<file path="src/common/acsel_regs.vh">
// Register offsets, field positions, reset values and clock select codes
`ifndef ACSEL_REGS_VH
`define ACSEL_REGS_VH
`define ACSEL_ADDR_W        8
`define ACSEL_OFF_REF_CTRL  8'h63
`define ACSEL_OFF_COL_SEL   8'h60
`define ACSEL_OFF_SRC_SEL   8'h61
`define ACSEL_OFF_STATUS    8'h62
`define ACSEL_RST_REF_CTRL  8'h00
`define ACSEL_RST_COL_SEL   8'h00
`define ACSEL_RST_SRC_SEL   8'h00
`define ACSEL_PWR_LSB       0
`define ACSEL_PWR_MSB       2
`define ACSEL_REF_LSB       3
`define ACSEL_REF_MSB       5
`define ACSEL_SRC_A_LSB     0
`define ACSEL_SRC_A_MSB     2
`define ACSEL_SRC_B_LSB     3
`define ACSEL_SRC_B_MSB     5
`define ACSEL_CSEL_FIX1     2'h0
`define ACSEL_CSEL_FIX2     2'h1
`define ACSEL_CSEL_ASA      2'h2
`define ACSEL_CSEL_ASB      2'h3
`define ACSEL_DIV_RATIO     4
`endif

</file>
<file path="src/rtl/acsel_top.v">
// Analog column clock select, divide-by-four column clocks and reference control registers
`timescale 1ns/1ps
`include "acsel_regs.vh"

module acsel_top #(
  parameter NCOL = 4,
  parameter NSRC = 8
) (
  input  wire                    clk,
  input  wire                    rst,
  input  wire                    wb_cyc_i,
  input  wire                    wb_stb_i,
  input  wire                    wb_we_i,
  input  wire [7:0]              wb_adr_i,
  input  wire [31:0]             wb_dat_i,
  input  wire [3:0]              wb_sel_i,
  output reg  [31:0]             wb_dat_o,
  output reg                     wb_ack_o,
  input  wire                    fixed_clk_one,
  input  wire                    fixed_clk_two,
  input  wire [NSRC-1:0]         digital_block_clk,
  output reg  [NCOL-1:0]         column_clk,
  output reg                     switched_cap_blocks,
  output reg  [1:0]              reference_power_level,
  output reg  [2:0]              analog_ground
);

  ////////////////////////////////////////////////////////////////////////
  // Registers
  reg  [7:0]          ref_ctrl_q;
  reg  [7:0]          col_sel_q;
  reg  [7:0]          src_sel_q;
  wire                wb_req;
  wire                wb_wr;
  wire [2:0]          array_power_sel;
  reg  [31:0]         rd_d;

  assign wb_req = wb_cyc_i & wb_stb_i & ~wb_ack_o;
  assign wb_wr  = wb_req & wb_we_i & wb_sel_i[0];
  assign array_power_sel = ref_ctrl_q[`ACSEL_PWR_MSB:`ACSEL_PWR_LSB];

  always @(posedge clk) begin
    if (rst) begin
      ref_ctrl_q <= `ACSEL_RST_REF_CTRL;
      col_sel_q  <= `ACSEL_RST_COL_SEL;
      src_sel_q  <= `ACSEL_RST_SRC_SEL;
    end else if (wb_wr) begin
      if (wb_adr_i == `ACSEL_OFF_REF_CTRL) begin
        ref_ctrl_q <= wb_dat_i[7:0];
      end else if (wb_adr_i == `ACSEL_OFF_COL_SEL) begin
        col_sel_q <= wb_dat_i[7:0];
      end else if (wb_adr_i == `ACSEL_OFF_SRC_SEL) begin
        src_sel_q <= wb_dat_i[7:0];
      end
    end
  end

  ////////////////////////////////////////////////////////////////////////
  // Read mux and ack
  always @* begin
    if (wb_adr_i == `ACSEL_OFF_REF_CTRL) begin
      rd_d = {24'h000000, ref_ctrl_q};
    end else if (wb_adr_i == `ACSEL_OFF_COL_SEL) begin
      rd_d = {24'h000000, col_sel_q};
    end else if (wb_adr_i == `ACSEL_OFF_SRC_SEL) begin
      rd_d = {24'h000000, src_sel_q};
    end else if (wb_adr_i == `ACSEL_OFF_STATUS) begin
      rd_d = 32'h00000000;
      rd_d[NCOL-1:0] = column_clk;
    end else begin
      rd_d = 32'h00000000;
    end
  end

  always @(posedge clk) begin
    if (rst) begin
      wb_ack_o <= 1'b0;
      wb_dat_o <= 32'h00000000;
    end else begin
      wb_ack_o <= wb_req;
      wb_dat_o <= wb_req ? rd_d : 32'h00000000;
    end
  end

  ////////////////////////////////////////////////////////////////////////
  // Input synchronisers and analog system clock sources
  reg  [NSRC+1:0]     s1_q;
  reg  [NSRC+1:0]     s2_q;
  reg  [NSRC+1:0]     s3_q;
  reg  [NSRC+1:0]     lvl_q;
  wire [NSRC-1:0]     dblk;
  wire                fix1;
  wire                fix2;
  wire                analog_sys_clk_a;
  wire                analog_sys_clk_b;

  always @(posedge clk) begin
    if (rst) begin
      s1_q  <= {(NSRC+2){1'b0}};
      s2_q  <= {(NSRC+2){1'b0}};
      s3_q  <= {(NSRC+2){1'b0}};
      lvl_q <= {(NSRC+2){1'b0}};
    end else begin
      s1_q  <= {fixed_clk_two, fixed_clk_one, digital_block_clk};
      s2_q  <= s1_q;
      s3_q  <= s2_q;
      lvl_q <= (s2_q & s3_q) | (lvl_q & (s2_q | s3_q));
    end
  end

  assign dblk = lvl_q[NSRC-1:0];
  assign fix1 = lvl_q[NSRC];
  assign fix2 = lvl_q[NSRC+1];
  assign analog_sys_clk_a = dblk[src_sel_q[`ACSEL_SRC_A_MSB:`ACSEL_SRC_A_LSB]];
  assign analog_sys_clk_b = dblk[src_sel_q[`ACSEL_SRC_B_MSB:`ACSEL_SRC_B_LSB]];

  ////////////////////////////////////////////////////////////////////////
  // Per column select and divide by four
  wire [NCOL-1:0]     col_d;
  genvar c;
  generate
    for (c = 0; c < NCOL; c = c + 1) begin : g_col
      wire [1:0] fsel;
      reg        sel_clk;
      reg        prev_q;
      reg  [1:0] div_q;
      assign fsel = col_sel_q[2*c+1:2*c];
      always @* begin
        case (fsel)
          `ACSEL_CSEL_FIX1: sel_clk = fix1;
          `ACSEL_CSEL_FIX2: sel_clk = fix2;
          `ACSEL_CSEL_ASA:  sel_clk = analog_sys_clk_a;
          default:          sel_clk = analog_sys_clk_b;
        endcase
      end
      always @(posedge clk) begin
        if (rst) begin
          prev_q <= 1'b0;
          div_q  <= 2'h0;
        end else begin
          prev_q <= sel_clk;
          if (sel_clk & ~prev_q) begin
            div_q <= div_q + 2'h1;
          end
        end
      end
      assign col_d[c] = div_q[1];
    end
  endgenerate

  // One output flop per column, shared by all blocks of that column
  always @(posedge clk) begin
    if (rst) begin
      column_clk <= {NCOL{1'b0}};
    end else begin
      column_clk <= col_d;
    end
  end

  ////////////////////////////////////////////////////////////////////////
  // Array power decode
  always @(posedge clk) begin
    if (rst) begin
      switched_cap_blocks   <= 1'b0;
      reference_power_level <= 2'h0;
      analog_ground         <= 3'h0;
    end else begin
      analog_ground <= ref_ctrl_q[`ACSEL_REF_MSB:`ACSEL_REF_LSB];
      case (array_power_sel)
        3'h1: begin
          switched_cap_blocks   <= 1'b0;
          reference_power_level <= 2'h1;
        end
        3'h2: begin
          switched_cap_blocks   <= 1'b0;
          reference_power_level <= 2'h2;
        end
        3'h3: begin
          switched_cap_blocks   <= 1'b0;
          reference_power_level <= 2'h3;
        end
        3'h5: begin
          switched_cap_blocks   <= 1'b1;
          reference_power_level <= 2'h1;
        end
        default: begin
          switched_cap_blocks   <= 1'b0;
          reference_power_level <= 2'h0;
        end
      endcase
    end
  end

endmodule

</file>
<file path="config.mk">
export PLATFORM = sky130hd
export DESIGN_NAME = acsel_top
export DESIGN_NICKNAME = d
export VERILOG_FILES = /design/src/rtl/acsel_top.v
export VERILOG_INCLUDE_DIRS = /design/src /design/src/common
export SDC_FILE = /design/constraint.sdc
export NUM_CORES = 1
export LEC_CHECK = 0
export BUFFER_PORTS_ARGS = -buffer_cell sky130_fd_sc_hd__buf_4
export CAP_MARGIN = 10
export CORE_MARGIN = 1.5
export CORE_UTILIZATION = 25
export DETAILED_ROUTE_END_ITERATION = 10
export GPL_ROUTABILITY_DRIVEN = 0
export REMOVE_ABC_BUFFERS = 1
export SYNTH_ARGS = -nofsm -noshare
export SYNTH_HDL_FRONTEND = slang
export SYNTH_SLANG_ARGS = --single-unit
</file>
<file path="constraint.sdc">
create_clock -name clk -period 2.8 [get_ports clk]
set_input_delay 0.7 -clock clk [delete_from_list [all_inputs] [get_ports clk]]
set_output_delay 0.7 -clock clk [all_outputs]
set_load 0.03 [all_outputs]
</file>
=== Yosys cells after proc, flatten, opt, wreduce, memory -nomap -nowiden ===
Index checks and enable logic that the tools add are counted.
Widths: inputs -> output; s select.

* Flip-flop bits (word level): 119
* Bits of input ports: 59
* Output and inout bits: 43

* $add $sub $neg: 4
* Magnitude comparators: 2
* Eq/ne operators: 16
* Muxes and demuxes: 14
* Bitwise logic cells: 20
* Reductions and logical operators: 10

{| class="wikitable"
|+ Operator list
! kind !! number
|-
| $eq 8x7->1 const B || 4
|-
| $mux 8 || 3
|-
| $and 10x10->10 || 2
|-
| $or 10x10->10 || 2
|-
| $pmux 1 s3 || 4
|-
| $add 2x1->2 const B || 4
|-
| $and 1x1->1 || 8
|-
| $eq 2x1->1 const B || 4
|-
| $eq 2x2->1 const B || 4
|-
| $logic_not 2->1 || 4
|-
| $lt 3x4->1 const B || 2
|-
| $not 1->1 || 8
|-
| $bmux 1 s3 || 2
|-
| $eq 3x2->1 const B || 2
|-
| $pmux 2 s3 || 1
|-
| $reduce_or 5->1 || 1
|-
| $mux 4 || 1
|-
| $reduce_and 4->1 || 1
|-
| $reduce_or 2->1 || 2
|-
| $eq 3x1->1 const B || 1
|-
| $eq 3x3->1 const B || 1
|-
| $mux 1 || 3
|-
| $reduce_and 3->1 || 1
|-
| $reduce_and 2->1 || 1
|}

=== Logic depth before layout (Yosys ltp) ===
* Depth in word-level cells: 5
* Gate-level depth with buffers: 6

=== Worst setup path after synthesis ===
No wires, ideal clock.

* Path type: input port to flip-flop
* Start: in wb_adr_i[7]
* End: reg ref_ctrl_q[0]
* Setup time: 0.128 ns
* Arrival time: 1.931 ns
* Required time: 2.672 ns
* Setup slack: 0.741 ns
* Cell stages on the path: 5
* Path buffers: 0
* Path through: nand4bb_1 > nor3_1 > nand4_1 > mux2i_1 > nor2_1

* Cells in the longest elaborated chain, start to end: 2

{| class="wikitable"
|+ RTL lines
! what !! RTL line !! text
|-
| start: declaration || acsel_top.v:14 || <nowiki>input wire [7:0] wb_adr_i,</nowiki>
|-
| $eq 8x7->1 (no line) || -- ||
|-
| $reduce_and 2->1 (no line) || -- ||
|-
| end signal: assignment || acsel_top.v:44 || <nowiki>ref_ctrl_q <= `ACSEL_RST_REF_CTRL;</nowiki>
|-
| end signal: assignment || acsel_top.v:49 || <nowiki>ref_ctrl_q <= wb_dat_i[7:0];</nowiki>
|-
| end: declaration || acsel_top.v:30 || <nowiki>reg [7:0] ref_ctrl_q;</nowiki>
|}

No other way between the ends.
A chain may end at the register's enable or synchronous reset.

=== Worst setup path in the final report ===
* Start: reg src_sel_q[3]
* End: reg g_col[2].div_q[1]

* Cells in the longest elaborated chain, start to end: 4

{| class="wikitable"
|+ RTL lines
! what !! RTL line !! text
|-
| start: declaration || acsel_top.v:32 || <nowiki>reg [7:0] src_sel_q;</nowiki>
|-
| start signal: assignment || acsel_top.v:46 || <nowiki>src_sel_q <= `ACSEL_RST_SRC_SEL;</nowiki>
|-
| start signal: assignment || acsel_top.v:53 || <nowiki>src_sel_q <= wb_dat_i[7:0];</nowiki>
|-
| $bmux 1 s3 || acsel_top.v:115 || <nowiki>assign analog_sys_clk_b = dblk[src_sel_q[`ACSEL_SRC_B_MSB:`ACSEL_SRC_B_LSB]];</nowiki>
|-
| $mux 1 || acsel_top.v:115 ||
|-
| $pmux 1 s3 || acsel_top.v:129 || <nowiki>case (fsel)</nowiki>
|-
| $and 1x1->1 || acsel_top.v:142 || <nowiki>if (sel_clk & ~prev_q) begin</nowiki>
|-
| end signal: assignment || acsel_top.v:143 || <nowiki>div_q <= div_q + 2'h1;</nowiki>
|-
| end: declaration || acsel_top.v:126 || <nowiki>reg [1:0] div_q;</nowiki>
|}

No other way between the ends. The select of a mux whose other input is x is not followed.

==> results.md <==
* Total gr overflow at 0
* Total wire length at 7340 um
* Area Growth Syn to Fin at 21.26%
* Post-Syn Area at about 3600 um^2
* Yosys top cell by area: dfxtp_1
* Count leader, synth: dfxtp_1
* EDFF count, synth at 0
* Most frequent cells after synthesis: dfxtp_1, nor2_1, nor2b_1, mux2i_1, buf_4
* Worst skew pair latency at 0.34 ns
* Clk pin slew, worst setup/hold paths at roughly 0.06 ns
* CP top delay family: multiplexers
* Initial antenna violation count at 0
* Final Hold Viols at 0
* Cell Pwr Density at between 600 and 700 nW/um^2
* Routed vias/inst at 4.274
* Top-area cell type share of the netlist area at 0.5307
* Crit path max fanout at 6
* Detailed placer's ending HPWL at 5175 um
* Peak supply drop at 0.0002538 V
* Antenna Cells at 0
* DIE HEIGHT at ~120 um
* Slew @ Worst Pin at 0.6009 ns
* DRT Pass-1 Iters at 4
* Root Buffer: clkbuf_16
* Final Skew at 0.004082 ns
* CTS tree: done
* Total negative setup slack at 0 ns
* PortBufs at 50
* Die area at ~15,000 um^2
* Period utilisation layout at 0.8255
* # setup viols final at 0
* DRC viols at 0
* CP max stage delay at between 0.5 and 0.6 ns
* Vias in the first global route at 2,469
* Fin crit period at 2.311 ns
* CTS H-tree depth at 3
* Max Cap Viol at 0
* Final net count at 462
* WS Path Type: flip-flop to flip-flop
* RSZ-0062 raised after global routing: no
* Gr usage total at 0.1060
* Hold Path Class: flip-flop to flip-flop
* CTS Buf Count at 9
* DR vias at 2,509
* First-pass GRT wire length at 12,100 um
* Starting DRT DRC Count at 143
* Status: complete, no violations
* Synth area leaders: dfxtp_1, mux2i_1, nor2b_1
* Share of post-route cells with drive strength above 1 at 0.2138
* Slew Limit Headroom at 0.5994
* CTS Hold Buffers Added at 0
* # resized after CTS at 0
* WL/cell at 12.50 um
* Crit. End Element: flip-flop
* Critical path, cell by cell: mux2i_1 > mux4_2 > a31o_1 > nor4b_1 > mux2_2
* Slowest cell on crit path: mux4_2
* Leakage at 1.855 nW
* Largest net degree at the start of global routing at slightly below 60
* Synth Instances at 351
* Max Slew Vio Count at 0
* Arr. time, crit path at 2.54 ns
* Top Ports at between 100 and 150
* Core Box Area at 13,930 um^2
* Synth Warn # at 0
* Worst Path Buf+Inv at 0
* CP Data Required Time at about 3.0 ns
* Antenna Nets Post-Route at 0
* FF+latch count, synth at 95
* CTS sink count at 95
* Setup bufs post-CTS at 0
* Initial Utilization at 0.2572
* Async set or reset register ratio after synthesis at 0
* Worst setup SP type: flip-flop
* Longest Clk Path Bufs at 2
* Ys flop type: dfxtp_1
* Mean Syn Cell Area at around 10 um^2
* Max Freq at 432.6 MHz
* Chip width at 122.7 um
* Distinct cell type count after synthesis at 31
* Post-layout util at 0.3118
* Row cnt at 43
* Post-synthesis sequential area ratio at 0.5307
-- cells in the final DEF (no fill, tap or decap), types with 2 or more instances in the layout --
master,n
o31ai_1,4
conb_1,24
dfxtp_1,95
nand2_1,16
o21ai_0,14
nor4b_1,4
clkbuf_1,5
nor2b_1,37
and3_2,3
nand3_1,2
or4_1,4
nor3_1,9
nand2b_1,5
mux2i_1,28
nor2_1,39
nor3b_1,2
mux4_2,2
clkbuf_16,9
o22ai_1,7
buf_4,55
mux2_2,15
a21oi_1,15
a211oi_1,5
-- registers in the layout (all words and copies together) (netlist names) --
| signal | cells |
|---|---|
| g_col.prev_q | 4 |
| switched_cap_blocks | 1 |
| s3_q | 10 |
| analog_ground | 3 |
| g_col.div_q | 8 |
| lvl_q | 10 |
| ref_ctrl_q | 8 |
| wb_ack_o | 1 |
| wb_dat_o | 8 |
| src_sel_q | 8 |
| col_sel_q | 8 |
| column_clk | 4 |
| s1_q | 10 |
| reference_power_level | 2 |
| s2_q | 10 |
-- worst reg2reg max path, cell delays in order (launching register included) --
cell and delay (ns):
dfxtp_1 0.51, mux2i_1 0.12, mux4_2 0.54, a31o_1 0.28
nor4b_1 0.37, mux2_2 0.37
-- where the power goes --
group	internal, W	leakage [nW]	switching (W)
Sequential	0.00137	0.770	0.00000660
Clock	0.000689	0.131	0.000473
Combinational	0.0000466	0.954	0.0000881
-- path summary, 6_finish.rpt --
kind | from | end | slack [ns] | depth (start not counted)
max reg2reg | src_sel_q[3] | g_col[2].div_q[1] | 0.49 | 5
min reg2reg | s1_q[4] | s2_q[4] | 0.44 | 1
max | src_sel_q[3] | g_col[2].div_q[1] | 0.49 | 5
min | s1_q[4] | s2_q[4] | 0.44 | 1
-- layer usage --
layer,share of wire,vias to the layer above,global-route usage
li1,-,1263,-
met1,0.45,1162,0.1300
met2,0.46,73,0.1674
met3,0.069,11,0.03067
met4,0.018,0,0.05669
met5,0,-,0
-- logic make-up (layout without fill, tap and decap cells) --
group | after synthesis | after routing | share of synthesized area
AND/OR/NAND/NOR | 127 | 127 | 0.1903
other | 1 | 24 | 0.001046
multiplexers | 45 | 45 | 0.1379
buffers and inverters | 37 | 70 | 0.06599
AO/OA/AOI/OAI | 46 | 46 | 0.07402
flip-flops | 95 | 95 | 0.5307
-- through the flow --
| stage | hold slack, ns | instance area (um^2) | worst slack (ns) | power [W] | instances |
|---|---|---|---|---|---|
| 3_3_place_gp | 0.4229 | 4071 | 0.5144 | 0.001541 | 572 |
| 4_1_cts | 0.4389 | 4345 | 0.4801 | 0.002711 | 587 |
| 2_1_floorplan | 0.4138 | 3433 | 0.7465 | 0.001474 | 337 |
| 5_1_grt | 0.4611 | 4345 | 0.3950 | 0.002783 | 587 |
| 3_5_place_dp | 0.4247 | 4071 | 0.4923 | 0.001543 | 572 |
| 6_report | 0.4372 | 4345 | 0.4886 | 0.002673 | 587 |
-- area by class of cell --
cell class / instances / area, um^2
Timing Repair Buffer: 55 / 412.9
Clock inverter: 1 / 30.03
Clock buffer: 14 / 244.0
Multi-Input combinational cell: 242 / 1531
Sequential cell: 95 / 1902
Fill cell: 1458 / 9589
Tap cell: 180 / 225.2
Note: power is estimated with default switching activity, not from simulation.
